[src/pic_consts.vh]
`ifndef PIC_CONSTS_VH
`define PIC_CONSTS_VH
// register indices (byte address is four times the index)
`define PIC_IDX_CTRL       2'h0
`define PIC_IDX_STATUS     2'h1
`define PIC_IDX_BASE       2'h2
`define PIC_IDX_HIVEC      2'h3
// control fields
`define PIC_CTRL_VLS_BIT   6
`define PIC_CTRL_CVT_BIT   5
`define PIC_CTRL_RR_BIT    0
// status fields
`define PIC_ST_NMI_BIT     7
`define PIC_ST_HI_BIT      1
`define PIC_ST_NORM_BIT    0
// reset values
`define PIC_CTRL_RST       8'h00
`define PIC_BASE_RST       8'h00
`define PIC_HIVEC_RST      8'h00
// guard key and window length in instructions
`define PIC_KEY_DEF        8'hd8
`define PIC_GUARD_INSNS    4
// response cycle counts
`define PIC_FINISH_CYC     1
`define PIC_PUSH_CYC       2
`define PIC_JMP_CYC        3
`define PIC_RJMP_CYC       2
`define PIC_WAKE_CYC       5
`define PIC_RET_SHORT_CYC  4
`define PIC_RET_LONG_CYC   5
// compact table addresses
`define PIC_CVT_NMI        8'h01
`define PIC_CVT_HI         8'h02
`define PIC_CVT_NORM       8'h03
`endif

[src/pic_cycle_timer.v]
`default_nettype none
module pic_cycle_timer #(
  parameter W = 8
) (
  // clock and reset
  input  wire         aclk,
  input  wire         aresetn,
  // control
  input  wire         start,
  input  wire [W-1:0] count,
  output wire         busy,
  output wire         done
);
  reg [W-1:0] cnt_q;
  reg         done_q;

  always @(posedge aclk)
  begin
    if (!aresetn)
    begin
      cnt_q  <= {W{1'b0}};
      done_q <= 1'b0;
    end
    else
    begin
      done_q <= (cnt_q == {{(W-1){1'b0}}, 1'b1}) && !start;
      if (start)
        cnt_q <= count;
      else if (cnt_q != {W{1'b0}})
        cnt_q <= cnt_q - {{(W-1){1'b0}}, 1'b1};
    end
  end

  assign busy = (cnt_q != {W{1'b0}}) || start;
  assign done = done_q;
endmodule
`default_nettype wire

[src/pic_arbiter.v]
`default_nettype none
// picks the first pending request at or after start_idx, wrapping
module pic_arbiter #(
  parameter N  = 16,
  parameter IW = 8
) (
  // requests
  input  wire [N-1:0]  req,
  input  wire [IW-1:0] start_idx,
  // grant
  output reg           any,
  output reg  [IW-1:0] idx
);
  integer i;
  integer k;

  always @*
  begin
    any = 1'b0;
    idx = {IW{1'b0}};
    for (i = N - 1; i >= 0; i = i - 1)
    begin
      k = (start_idx + i) % N;
      if (req[k])
      begin
        any = 1'b1;
        idx = k[IW-1:0];
      end
    end
  end
endmodule
`default_nettype wire

[src/pic_controller.v]
// Functional notes
// - response is finish one, push two, then three-cycle absolute jump.
// - small program memory uses two-cycle relative jump instead of three.
// - request during multi-cycle instruction waits until that instruction completes.
// - wake from sleep adds five cycles plus the sleep mode start-up time.
// - return takes four or five cycles by program counter width.
// - high level preempts normal handler; normal handler resumes after return.
// - non-maskable served regardless of global enable, never changes it.
// - nothing is accepted while a non-maskable handler runs.
// - several non-maskable pending: lowest vector first, fixed order.
// - high vector register lifts one request to level one over normals.
// - all non-non-maskable vectors default to normal level zero.
// - index zero reset, one non-maskable; those and level one beat normals.
// - fixed scheduling with base zero grants the lowest pending normal vector first.
// - base Y makes Y lowest and Y+1 highest, wrapping.
// - round robin loads base with each acknowledged normal vector.
// - round robin is active when its control bit is one.
// - compact table: non-maskable at 1, level one at 2, normals at 3.
// - status keeps executing levels; each return restores the prior state.
// - location and compact bits written only within four instructions of key.
// - high vector value zero disables level one service.
// - normal executing flag stays set while preempted, cleared on its return.
// - after return one interrupted instruction runs before the next service.
//
// Decided for this implementation: the AXI4-Lite slave port.
`default_nettype none
`include "pic_consts.vh"
module pic_controller #(
  parameter N           = 32,
  parameter NMI_MASK    = 32'h0000_0002,
  parameter SMALL_FLASH = 0,
  parameter LONG_PC     = 0,
  parameter KEY         = `PIC_KEY_DEF
) (
  // clock and reset
  input  wire          aclk,
  input  wire          aresetn,
  // axi4-lite write address
  input  wire [31:0]   s_axi_awaddr,
  input  wire          s_axi_awvalid,
  output wire          s_axi_awready,
  // axi4-lite write data
  input  wire [31:0]   s_axi_wdata,
  input  wire [3:0]    s_axi_wstrb,
  input  wire          s_axi_wvalid,
  output wire          s_axi_wready,
  // axi4-lite write response
  output reg  [1:0]    s_axi_bresp,
  output reg           s_axi_bvalid,
  input  wire          s_axi_bready,
  // axi4-lite read
  input  wire [31:0]   s_axi_araddr,
  input  wire          s_axi_arvalid,
  output wire          s_axi_arready,
  output reg  [31:0]   s_axi_rdata,
  output reg  [1:0]    s_axi_rresp,
  output reg           s_axi_rvalid,
  input  wire          s_axi_rready,
  // peripheral requests, bit i is vector i
  input  wire [N-1:0]  irq,
  // core side
  input  wire          global_enable,
  input  wire          insn_retire,
  input  wire          in_sleep,
  input  wire [7:0]    wake_cycles,
  input  wire          guard_key_write,
  input  wire [7:0]    guard_key_data,
  input  wire          handler_return,
  output reg           irq_ack,
  output reg  [7:0]    vector_index,
  output wire          irq_busy,
  output reg           vector_location_select
);
  localparam ST_IDLE = 2'h0;
  localparam ST_RESP = 2'h1;
  localparam ST_RUN  = 2'h2;
  localparam ST_RET  = 2'h3;
  localparam [7:0] RESP_FAST = `PIC_FINISH_CYC + `PIC_PUSH_CYC
                               + (SMALL_FLASH ? `PIC_RJMP_CYC : `PIC_JMP_CYC);
  localparam [7:0] RET_CYC = LONG_PC ? `PIC_RET_LONG_CYC : `PIC_RET_SHORT_CYC;
  localparam [7:0] WAKE_CYC = `PIC_WAKE_CYC;
  localparam [2:0] GUARD_N = `PIC_GUARD_INSNS;
  localparam [7:0] CTRL_RST = `PIC_CTRL_RST;
  reg [1:0]  state_q;
  reg        compact_q;
  reg        rr_q;
  reg [7:0]  base_q;
  reg [7:0]  hivec_q;
  reg        nmi_ex_q;
  reg        hi_ex_q;
  reg        norm_ex_q;
  reg [2:0]  guard_q;
  reg        one_insn_q;
  reg [2:0]  pend_lvl_q;
  reg [7:0]  pend_raw_q;
  reg [2:0]  ret_lvl_q;
  // axi
  reg        aw_got_q;
  reg        w_got_q;
  reg [31:0] awaddr_q;
  reg [31:0] wdata_q;
  reg [3:0]  wstrb_q;
  wire [N-1:0] nmi_req = irq & NMI_MASK[N-1:0];
  wire [7:0]   hv = hivec_q;
  wire         hi_valid = (hv != 8'h00) && (hv < N) && !NMI_MASK[hv % N];
  wire [N-1:0] hi_bit = hi_valid ? ({{(N-1){1'b0}}, 1'b1} << hv) : {N{1'b0}};
  // every other vector is normal
  // normals exclude reset, non-maskable and the level one vector
  wire [N-1:0] norm_req = irq & ~NMI_MASK[N-1:0] & ~hi_bit & ~{{(N-1){1'b0}}, 1'b1};
  wire         hi_req = |(irq & hi_bit);
  wire         nmi_any;
  wire [7:0]   nmi_idx;
  wire         norm_any;
  wire [7:0]   norm_idx;
  // search starts one past the base, wrapping
  wire [31:0]  norm_start_w = ({24'h000000, base_q} + 32'h0000_0001) % N;
  wire [7:0]   norm_start = norm_start_w[7:0];
  pic_arbiter #(.N(N), .IW(8)) u_nmi_arb (
    .req       (nmi_req),
    .start_idx (8'h00),
    .any       (nmi_any),
    .idx       (nmi_idx)
  );
  pic_arbiter #(.N(N), .IW(8)) u_norm_arb (
    .req       (norm_req),
    .start_idx (norm_start),
    .any       (norm_any),
    .idx       (norm_idx)
  );
  wire tmr_busy;
  wire tmr_done;
  reg  tmr_start;
  reg  [7:0] tmr_count;
  pic_cycle_timer #(.W(8)) u_timer (
    .aclk    (aclk),
    .aresetn (aresetn),
    .start   (tmr_start),
    .count   (tmr_count),
    .busy    (tmr_busy),
    .done    (tmr_done)
  );
  // selection of the next request to accept
  // level one above normals, zero disables
  wire       can_hi   = global_enable && hi_req && !hi_ex_q;
  // normals only when no handler runs
  wire       can_norm = global_enable && norm_any && !hi_ex_q && !norm_ex_q;
  // nothing over a running non-maskable handler
  wire       take     = !nmi_ex_q && (nmi_any || can_hi || can_norm);
  wire [2:0] take_lvl = nmi_any ? 3'b100 : (can_hi ? 3'b010 : 3'b001);
  wire [7:0] take_vec = nmi_any ? nmi_idx : (can_hi ? hv : norm_idx);
  wire [7:0] out_vec = !compact_q ? pend_raw_q
                     : (pend_lvl_q[2] ? `PIC_CVT_NMI
                     : (pend_lvl_q[1] ? `PIC_CVT_HI : `PIC_CVT_NORM));

  // state machine
  always @*
  begin
    tmr_start = 1'b0;
    tmr_count = 8'h00;
    // return count, return beats a new take
    if ((state_q == ST_RUN) && handler_return)
    begin
      tmr_start = 1'b1;
      tmr_count = RET_CYC;
    end
    else if (state_q != ST_RESP && state_q != ST_RET && take && insn_retire && !one_insn_q)
    begin
      tmr_start = 1'b1;
      tmr_count = in_sleep ? RESP_FAST + WAKE_CYC + wake_cycles : RESP_FAST;
    end
  end

  always @(posedge aclk)
  begin
    if (!aresetn)
    begin
      state_q      <= ST_IDLE;
      nmi_ex_q     <= 1'b0;
      hi_ex_q      <= 1'b0;
      norm_ex_q    <= 1'b0;
      one_insn_q   <= 1'b0;
      pend_lvl_q   <= 3'b000;
      pend_raw_q   <= 8'h00;
      ret_lvl_q    <= 3'b000;
      irq_ack      <= 1'b0;
      vector_index <= 8'h00;
    end
    else
    begin
      irq_ack <= 1'b0;
      if (one_insn_q && insn_retire)
        one_insn_q <= 1'b0;
      case (state_q)
        ST_IDLE, ST_RUN:
        begin
          // accept only at an instruction boundary
          if (tmr_start && (state_q == ST_RUN) && handler_return)
          begin
            state_q   <= ST_RET;
            ret_lvl_q <= nmi_ex_q ? 3'b100 : (hi_ex_q ? 3'b010 : 3'b001);
          end
          else if (tmr_start)
          begin
            state_q    <= ST_RESP;
            pend_lvl_q <= take_lvl;
            pend_raw_q <= take_vec;
          end
        end
        ST_RESP:
        begin
          if (tmr_done)
          begin
            // vector and level in one cycle
            irq_ack      <= 1'b1;
            vector_index <= out_vec;
            if (pend_lvl_q[2])
              nmi_ex_q <= 1'b1;
            if (pend_lvl_q[1])
              hi_ex_q <= 1'b1;
            if (pend_lvl_q[0])
              norm_ex_q <= 1'b1;
            state_q <= ST_RUN;
          end
        end
        ST_RET:
        begin
          if (tmr_done)
          begin
            if (ret_lvl_q[2])
              nmi_ex_q <= 1'b0;
            else if (ret_lvl_q[1])
              hi_ex_q <= 1'b0;
            else
              norm_ex_q <= 1'b0;
            one_insn_q <= 1'b1;
            state_q <= (ret_lvl_q[2] ? (hi_ex_q | norm_ex_q)
                       : ret_lvl_q[1] ? norm_ex_q : 1'b0) ? ST_RUN : ST_IDLE;
          end
        end
        default:
          state_q <= ST_IDLE;
      endcase
    end
  end

  assign irq_busy = tmr_busy || (state_q == ST_RESP) || (state_q == ST_RET);
  // axi4-lite write path
  assign s_axi_awready = !aw_got_q && !s_axi_bvalid;
  assign s_axi_wready  = !w_got_q && !s_axi_bvalid;
  wire   wr_go   = aw_got_q && w_got_q && !s_axi_bvalid;
  wire   wr_map  = (awaddr_q[31:4] == 28'h0) && (awaddr_q[1:0] == 2'b00);
  wire   [1:0] wr_idx = awaddr_q[3:2];
  wire   wr_b0   = wr_go && wr_map && wstrb_q[0];
  wire   ack_norm = irq_ack && pend_lvl_q[0];

  always @(posedge aclk)
  begin
    if (!aresetn)
    begin
      aw_got_q <= 1'b0;
      w_got_q  <= 1'b0;
      awaddr_q <= 32'h0000_0000;
      wdata_q  <= 32'h0000_0000;
      wstrb_q  <= 4'h0;
      s_axi_bvalid <= 1'b0;
      s_axi_bresp  <= 2'b00;
      compact_q <= CTRL_RST[`PIC_CTRL_CVT_BIT];
      vector_location_select <= 1'b0;
      rr_q     <= 1'b0;
      base_q   <= `PIC_BASE_RST;
      hivec_q  <= `PIC_HIVEC_RST;
      guard_q  <= 3'h0;
    end
    else
    begin
      if (s_axi_awvalid && s_axi_awready)
      begin
        aw_got_q <= 1'b1;
        awaddr_q <= s_axi_awaddr;
      end
      if (s_axi_wvalid && s_axi_wready)
      begin
        w_got_q <= 1'b1;
        wdata_q <= s_axi_wdata;
        wstrb_q <= s_axi_wstrb;
      end
      if (guard_key_write && guard_key_data == KEY)
        guard_q <= GUARD_N;
      else if (insn_retire && guard_q != 3'h0)
        guard_q <= guard_q - 3'h1;
      if (wr_go)
      begin
        aw_got_q     <= 1'b0;
        w_got_q      <= 1'b0;
        s_axi_bvalid <= 1'b1;
        s_axi_bresp  <= wr_map ? 2'b00 : 2'b10;
      end
      else if (s_axi_bvalid && s_axi_bready)
        s_axi_bvalid <= 1'b0;
      if (wr_b0 && wr_idx == `PIC_IDX_CTRL)
      begin
        rr_q <= wdata_q[`PIC_CTRL_RR_BIT];
        if (guard_q != 3'h0)
        begin
          compact_q              <= wdata_q[`PIC_CTRL_CVT_BIT];
          vector_location_select <= wdata_q[`PIC_CTRL_VLS_BIT];
        end
      end
      if (wr_b0 && wr_idx == `PIC_IDX_HIVEC)
        hivec_q <= wdata_q[7:0];
      if (rr_q && ack_norm)
        base_q <= pend_raw_q;
      else if (wr_b0 && wr_idx == `PIC_IDX_BASE)
        base_q <= wdata_q[7:0];
    end
  end
  // axi4-lite read path
  assign s_axi_arready = !s_axi_rvalid;
  wire [1:0] rd_idx = s_axi_araddr[3:2];
  wire       rd_map = (s_axi_araddr[31:4] == 28'h0) && (s_axi_araddr[1:0] == 2'b00);
  reg  [7:0] rd_byte;
  always @*
  begin
    rd_byte = 8'h00;
    if (rd_idx == `PIC_IDX_CTRL)
      rd_byte = {1'b0, vector_location_select, compact_q, 4'h0, rr_q};
    else if (rd_idx == `PIC_IDX_STATUS)
      rd_byte = {nmi_ex_q, 5'h00, hi_ex_q, norm_ex_q};
    else if (rd_idx == `PIC_IDX_BASE)
      rd_byte = base_q;
    else
      rd_byte = hivec_q;
  end

  always @(posedge aclk)
  begin
    if (!aresetn)
    begin
      s_axi_rvalid <= 1'b0;
      s_axi_rdata  <= 32'h0000_0000;
      s_axi_rresp  <= 2'b00;
    end
    else if (s_axi_arvalid && s_axi_arready)
    begin
      s_axi_rvalid <= 1'b1;
      s_axi_rdata  <= rd_map ? {24'h000000, rd_byte} : 32'h0000_0000;
      s_axi_rresp  <= rd_map ? 2'b00 : 2'b10;
    end
    else if (s_axi_rvalid && s_axi_rready)
      s_axi_rvalid <= 1'b0;
  end
endmodule
`default_nettype wire

[config.mk]
export PLATFORM = sky130hd
export DESIGN_NAME = pic_controller
export DESIGN_NICKNAME = d
export VERILOG_FILES = /design/src/pic_cycle_timer.v /design/src/pic_arbiter.v /design/src/pic_controller.v
export VERILOG_INCLUDE_DIRS = /design/src /design/src/src
export SDC_FILE = /design/constraint.sdc
export NUM_CORES = 1
export LEC_CHECK = 0
export ABC_AREA = 1
export BUFFER_PORTS_ARGS = -buffer_cell sky130_fd_sc_hd__clkbuf_2
export CAP_MARGIN = 25
export CORE_MARGIN = 4
export CORE_UTILIZATION = 55
export DETAILED_ROUTE_END_ITERATION = 10
export HOLD_SLACK_MARGIN = 0.1
export PLACE_DENSITY_LB_ADDON = 0.25
export SYNTH_ARGS = -nofsm -noshare
export SYNTH_HDL_FRONTEND = slang
export SYNTH_SLANG_ARGS = --single-unit
[constraint.sdc]
create_clock -name aclk -period 8.3 [get_ports aclk]
set_input_delay 1.66 -clock aclk [delete_from_list [all_inputs] [get_ports aclk]]
set_output_delay 1.66 -clock aclk [all_outputs]
set_load 0.005 [all_outputs]
* Yosys cells after proc, flatten, opt, wreduce, memory -nomap -nowiden *
Memories as Yosys holds them, arrays and structs flattened. A register that Yosys moved wholly into a read port is not among the register bits.
Index checks and enable logic that the tools add are counted.

storage, ports and cells
  memory bits (read-only) = 32
  input bits = 160
  output and inout bits = 52
  register bits after elaboration = 141
  logic and storage cells = 399
  memories = 1

memories
  name             depth  width  read ports  clocked after memory_dff  wr ports  line                  source
  (no name shown)  32     1      1           1                         0         pic_controller.v:105  wire hi_valid = (hv != 8'h00) && (hv < N) && !NMI_MASK[hv % N];

cells by class
  order comparisons = 34
  shift-type cells = 1
  eq/ne operators = 20
  multiplexer cells = 192
  add/sub/neg operators = 35
  reductions and logical operators = 81
  bitwise logic cells = 6

operator list
  cell                    count
  $lt A5 B6 Y1 const B    33
  $mux W5                 34
  $bmux W1 S5             32
  $mux W8                 14
  $mux W1                 93
  $add A5 B5 Y5 const B   16
  $and A32 B32 Y32        2
  $logic_not A28 Y1       2
  $add A5 B4 Y5 const B   8
  $logic_and A1 B1 Y1     37
  $mux W32                1
  $not A32 Y32            1
  $reduce_or A32 Y1       1
  $shl A1 B8 Y32 const A  1
  $add A5 B3 Y5 const B   4
  $mux W2                 10
  $reduce_bool A8 Y1      2
  $ne A2 B2 Y1 const B    7
  $mux W3                 4
  $reduce_bool A2 Y1      6
  $add A5 B1 Y5 const B   2
  $add A5 B2 Y5 const B   2
  $eq A2 B2 Y1 const B    5
  $logic_not A1 Y1        10
  other kinds (21)        42

* Depth between registers and ports, before layout *
  depth after elaboration = 55
  gate-level depth with buffers = 56
  depth with buffers taken out = 52

* Modules after synthesis *
Synthesis repeated with hierarchy kept, for this count alone.

unflattened totals
  cell total of the unflattened synthesis = 2670
  area total of the unflattened synthesis = 14625.3 sq um

by module, submodules not included
  module           area an instance (sq um)  times used  seq. area each (sq um)  cells an instance
  pic_arbiter      4058.9                    2           0.0                     851
  pic_controller   5921.9                    1           2122.0                  877
  pic_cycle_timer  585.6                     1           180.2                   91

* Least setup slack after synthesis *
No wires, ideal clock.

  path type = register -> output
  start = register base_q[0]
  end = output port irq_busy
  setup slack = 1946 ps
  stages on the path, launching flop included = 29
  required time = 6640 ps
  path buffers = 6
  arrival = 4694 ps
  cell sequence = dfxtp_1 > buf_4 > inv_2 > buf_2 > buf_2 > clkbuf_1 > buf_1 > ha_1 > inv_1 > clkbuf_1 > ha_1 > inv_1 > nor2_1 > xor2_2 > nand2_1 > nand2_1 > nor2_1 > nor2_1 > inv_2 > nor4_1 > nand4_1 > o21ai_1 > o311ai_1 > nand2_1 > inv_1 > nor2_1 > inv_1 > nor2_1 > nand2_1

on the way
  cells in the longest elaborated chain, start to end = 49
  elaborated cells on any way between the ends = 141
  those cells by class = add/sub (32); mux (98); reduce/logical (11)

ends and longest elaborated chain
  element                               line                  source
  start, declared                       pic_controller.v:87   reg [7:0] base_q;
  start signal, assigned                pic_controller.v:270  base_q <= `PIC_BASE_RST;
  start signal, assigned                pic_controller.v:312  base_q <= pend_raw_q;
  start signal, assigned                pic_controller.v:314  base_q <= wdata_q[7:0];
  $add A5 B1 Y5 (*)                     pic_controller.v:116  wire [31:0] norm_start_w = ({24'h000000, base_q} + 32'h0000_0001) % N;
  $add A5 B5 Y5                         pic_arbiter.v:23      k = (start_idx + i) % N;
  $bmux W1 S5                           pic_arbiter.v:24      if (req[k])
  $mux W1 (not written as such)         pic_arbiter.v:24
  $mux W1 (31 in a row)                 pic_arbiter.v:24
  $mux W1 (*)                           pic_arbiter.v:24
  $logic_and A1 B1 Y1 (*) (3 in a row)  pic_controller.v:146  wire can_norm = global_enable && norm_any && !hi_ex_q && !norm_ex_q;
  $logic_or A1 B1 Y1 (*)                pic_controller.v:148  wire take = !nmi_ex_q && (nmi_any || can_hi || can_norm);
  $logic_and A1 B1 Y1 (*)               pic_controller.v:148
  $logic_and A1 B1 Y1 (*) (3 in a row)  pic_controller.v:166  else if (state_q != ST_RESP && state_q != ST_RET && take && insn_retire && !one_insn_q)
  $mux W1 (*)                           pic_controller.v:166
  $mux W1 (*)                           pic_controller.v:161  if ((state_q == ST_RUN) && handler_return)
  $logic_or A1 B1 Y1 (*)                pic_cycle_timer.v:34  assign busy = (cnt_q != {W{1'b0}}) || start;
  $logic_or A1 B1 Y1 (*) (2 in a row)   pic_controller.v:246  assign irq_busy = tmr_busy || (state_q == ST_RESP) || (state_q == ST_RET);
  end, declared                         pic_controller.v:71   output wire irq_busy,

Mark *: on every way between the ends. The rest lies on a longest branch, timed or not. The select of a mux whose other input is x is not followed.

* Final worst setup path *
Same ends and word-level chain as after synthesis.

==> run_results.csv <==
group,metric,value,unit
logic_synthesis,synthTopCellsByArea,"dfxtp_1 (23%), nand2_1 (15%), nand3_1 (10%)",
setup_path,end_kind,"output pin",
global_route,antenna_found_initial,0,
layout,fillers,1736,
layout,num_antenna_cells,0,
flow_run,max-cap-violations,0,
floorplan,ios,212,
floorplan,die_h,144,um
setup_path,start_kind,"register",
sta,worstMarginPinSlew,897,ps
logic_synthesis,async_flop_share,0,%
placed_design,hpwl,26.6,mm
layout,final_cells,2045,
detailed_routing,vias,11768,
global_route,grt_pass1_wl,54.2,mm
layout,fin_nets,1983,
placed_design,place_ws,1590,ps
logic_synthesis,yosysSeqAreaShare,22.7,%
sta,fmax,0.135,GHz
setup_path,worst_path_dominant_cell_family,"simple AND/OR/NAND/NOR gates",
logic_synthesis,synth_most_common_cell,"nand2_1",
logic_synthesis,synth_cell_types,63,
global_route,grt_overflow_total,0,
placed_design,port-buffer-count,157,
logic_synthesis,synth_edf_count,0,
setup_path,crit_chain,"buf_4 > nand4_1 > nand2_2 > inv_1 > ha_1 > inv_1 > a21oi_1 > xnor2_1 > inv_1 > nand3_1 > nand2_1 > nor4_1 > nand4_1 > o21ai_1 > o311ai_1 > nand2_1 > inv_1 > nor2_1 > inv_1 > nor2_1 > nand2_1 > clkbuf_2",
hold_path,hold_path_class,"reg2reg",
clock_network,clock_path_buffers,2,
clock_network,clock-sinks,115,
power_and_ir_drop,p_leak,5.62,nW
setup_path,max_stage_delay,480,ps
clock_network,clk_pin_slew_worst_paths,50,ps
floorplan,die-area,20700,sq um
layout,final_layout_size_suffix_gt1_share,16.1,%
sta,final-setup-viol-count,0,
clock_network,cts_root_buf,"clkbuf_16",
sta,period_needed,7390,ps
setup_path,cp_common_cell,"inv_1",
power_and_ir_drop,ir_worst_vdd,0.201,mV
setup_path,critPathKind,"reg2out",
sta,drv_slew,0,
logic_synthesis,synth_common_cells,"nand2_1 (414), nand3_1 (205), nor2_1 (176)",
power_and_ir_drop,power_density,152,nW/um^2
detailed_routing,drt-vias-per-instance,5.75,
global_route,grt_max_degree,69,
sta,hold_viol,0,
setup_path,arrival,5730,ps
floorplan,initial_core_util,56.3,%
sta,slew_headroom,40.0,%
floorplan,rows,49,
logic_synthesis,syn_area_per_cell,6.05,sq um
detailed_routing,post_drt_wl_per_cell,16.6,um
placed_design,gp_routability_congestion,1.01,
clock_network,cts_setup_buffers,0,
detailed_routing,drt_iter0_drc,1246,
global_route,grt_pass1_vias,10790,
setup_path,critPathMaxFanout,36,
detailed_routing,ant_nets,0,
outcome,status,"complete, no violations",
sta,rsz0062_at_grt,"false",
floorplan,core_area,18000,sq um
clock_network,cts_buffers,17,
sta,fin_ws,912,ps
logic_synthesis,yosysTopAreaCell,"dfxtp_1",
sta,finalCritPeriodShare,89.0,%
logic_synthesis,synth_seq_cells,115,
floorplan,die_w,144,um
setup_path,worst_ep_required_time,6640,ps
logic_synthesis,synth.top_cell.area_share,22.7,%
sta,skew,7.77,ps
power_and_ir_drop,total_power,1.75,mW
detailed_routing,routed_wl,34.0,mm
logic_synthesis,synth.yosys.warnings,0,
clock_network,htreeDepth,4,
logic_synthesis,synth_flop_cell,"dfxtp_1",
global_route,track_usage,32.8,%
detailed_routing,dr.pass1.iters,5,
clock_network,cts_tree,"built",
layout,area_growth,13.0,%
detailed_routing,drc,0,
clock_network,insertion_delay,410,ps
setup_path,cp_slowest_cell,"nor4_1",
clock_network,postCtsHoldBufs,0,
clock_network,ctsResizeCount,0,
sta,fin_tns_setup,0,ps
logic_synthesis,syn_inst,1677,
setup_path,path_buf_inv,7,
logic_synthesis,synth_area,10100,sq um
placed_design,place_inst,2013,
flip-flops by register name, indices dropped and copies added (netlist names), 2 cells and up, named ones only:
signal / cells
vector_index: 8
awaddr_q: 32
pend_lvl_q: 3
guard_q: 3
state_q: 2
s_axi_rdata: 8
base_q: 8
hivec_q: 8
u_timer.cnt_q: 8
pend_raw_q: 8
wdata_q: 8
ret_lvl_q: 2
logic make-up (layout without fill, tap and decap cells):
family | count (synthesis) | after routing | synth area share [%]
and+or+nand+nor | 927 | 927 | 41.7
adders and majority gates | 20 | 20 | 2.47
buffers and inverters | 244 | 358 | 10.7
AOI/OAI and AO/OA | 335 | 335 | 18.7
other | 1 | 26 | 0.0370
xor gates and xnor gates | 34 | 34 | 3.60
muxes | 1 | 1 | 0.0986
DFF | 115 | 115 | 22.7
final timing paths:
kind              startpoint             to  slack [ps]  cells after the start
setup reg to reg   base_q[1]  pend_raw_q[3]        2640                     22
hold reg to reg   guard_q[1]     guard_q[1]         460                      2
hold / removal    guard_q[1]     guard_q[1]         460                      2
setup / recovery   base_q[0]       irq_busy         910                     22
stage by stage:
step	area (sq um)	hold slack [ps]	utilization, %
2_1_floorplan	10200	435	-
3_3_place_gp	10900	446	60.5
3_5_place_dp	10900	450	60.5
4_1_cts	11500	459	63.6
5_1_grt	11500	492	63.6
6_report	11500	459	63.6
power by group:
part           internal, mW  total (mW)  switching [mW]
Clock                 0.439       0.687           0.248
Sequential            0.605       0.645          0.0405
Combinational         0.159       0.414           0.255
Total                  1.20        1.75           0.544
per-layer routing:
metal / GRT usage [%] / up-vias / wire length (um)
met4: 10.8 / 0 / 1170
met3: 5.66 / 86 / 2770
li1: - / 5842 / -
met1: 41.4 / 5293 / 13800
met5: 0 / - / 0
met2: 56.6 / 547 / 16300
cell type report:
class	instances	area, sq um	share of cell area (%)
clock buffer	22	484	4.22
clock inverter	10	81.3	0.709
inverter	159	601	5.24
multi-input combinational	1343	6850	59.7
sequential	115	2300	20.1
tap	229	287	2.50
timing repair buffer	167	861	7.51
worst min-delay path, delay by kind of cell (launching register included):
family	cells	cell delay [ps]
simple gates	1	60
compound gates	1	50
flops	1	300
layout by cell type (no fill, tap or decap), types with 14 or more instances in the layout:
cell type and count:
a31oi_1 26, o21ai_1 14, xor2_1 15, nor3_1 19, nand3_2 22, dfxtp_1 115, nand3_1 205, inv_1 140
inv_2 15, clkbuf_2 157, a21oi_1 150, nor2_1 176, conb_1 26, ha_1 20, clkbuf_16 17, nor4_1 20
nand2_1 414, nand4_1 20, o21ai_0 81
Power figures use the tool's default switching activity.
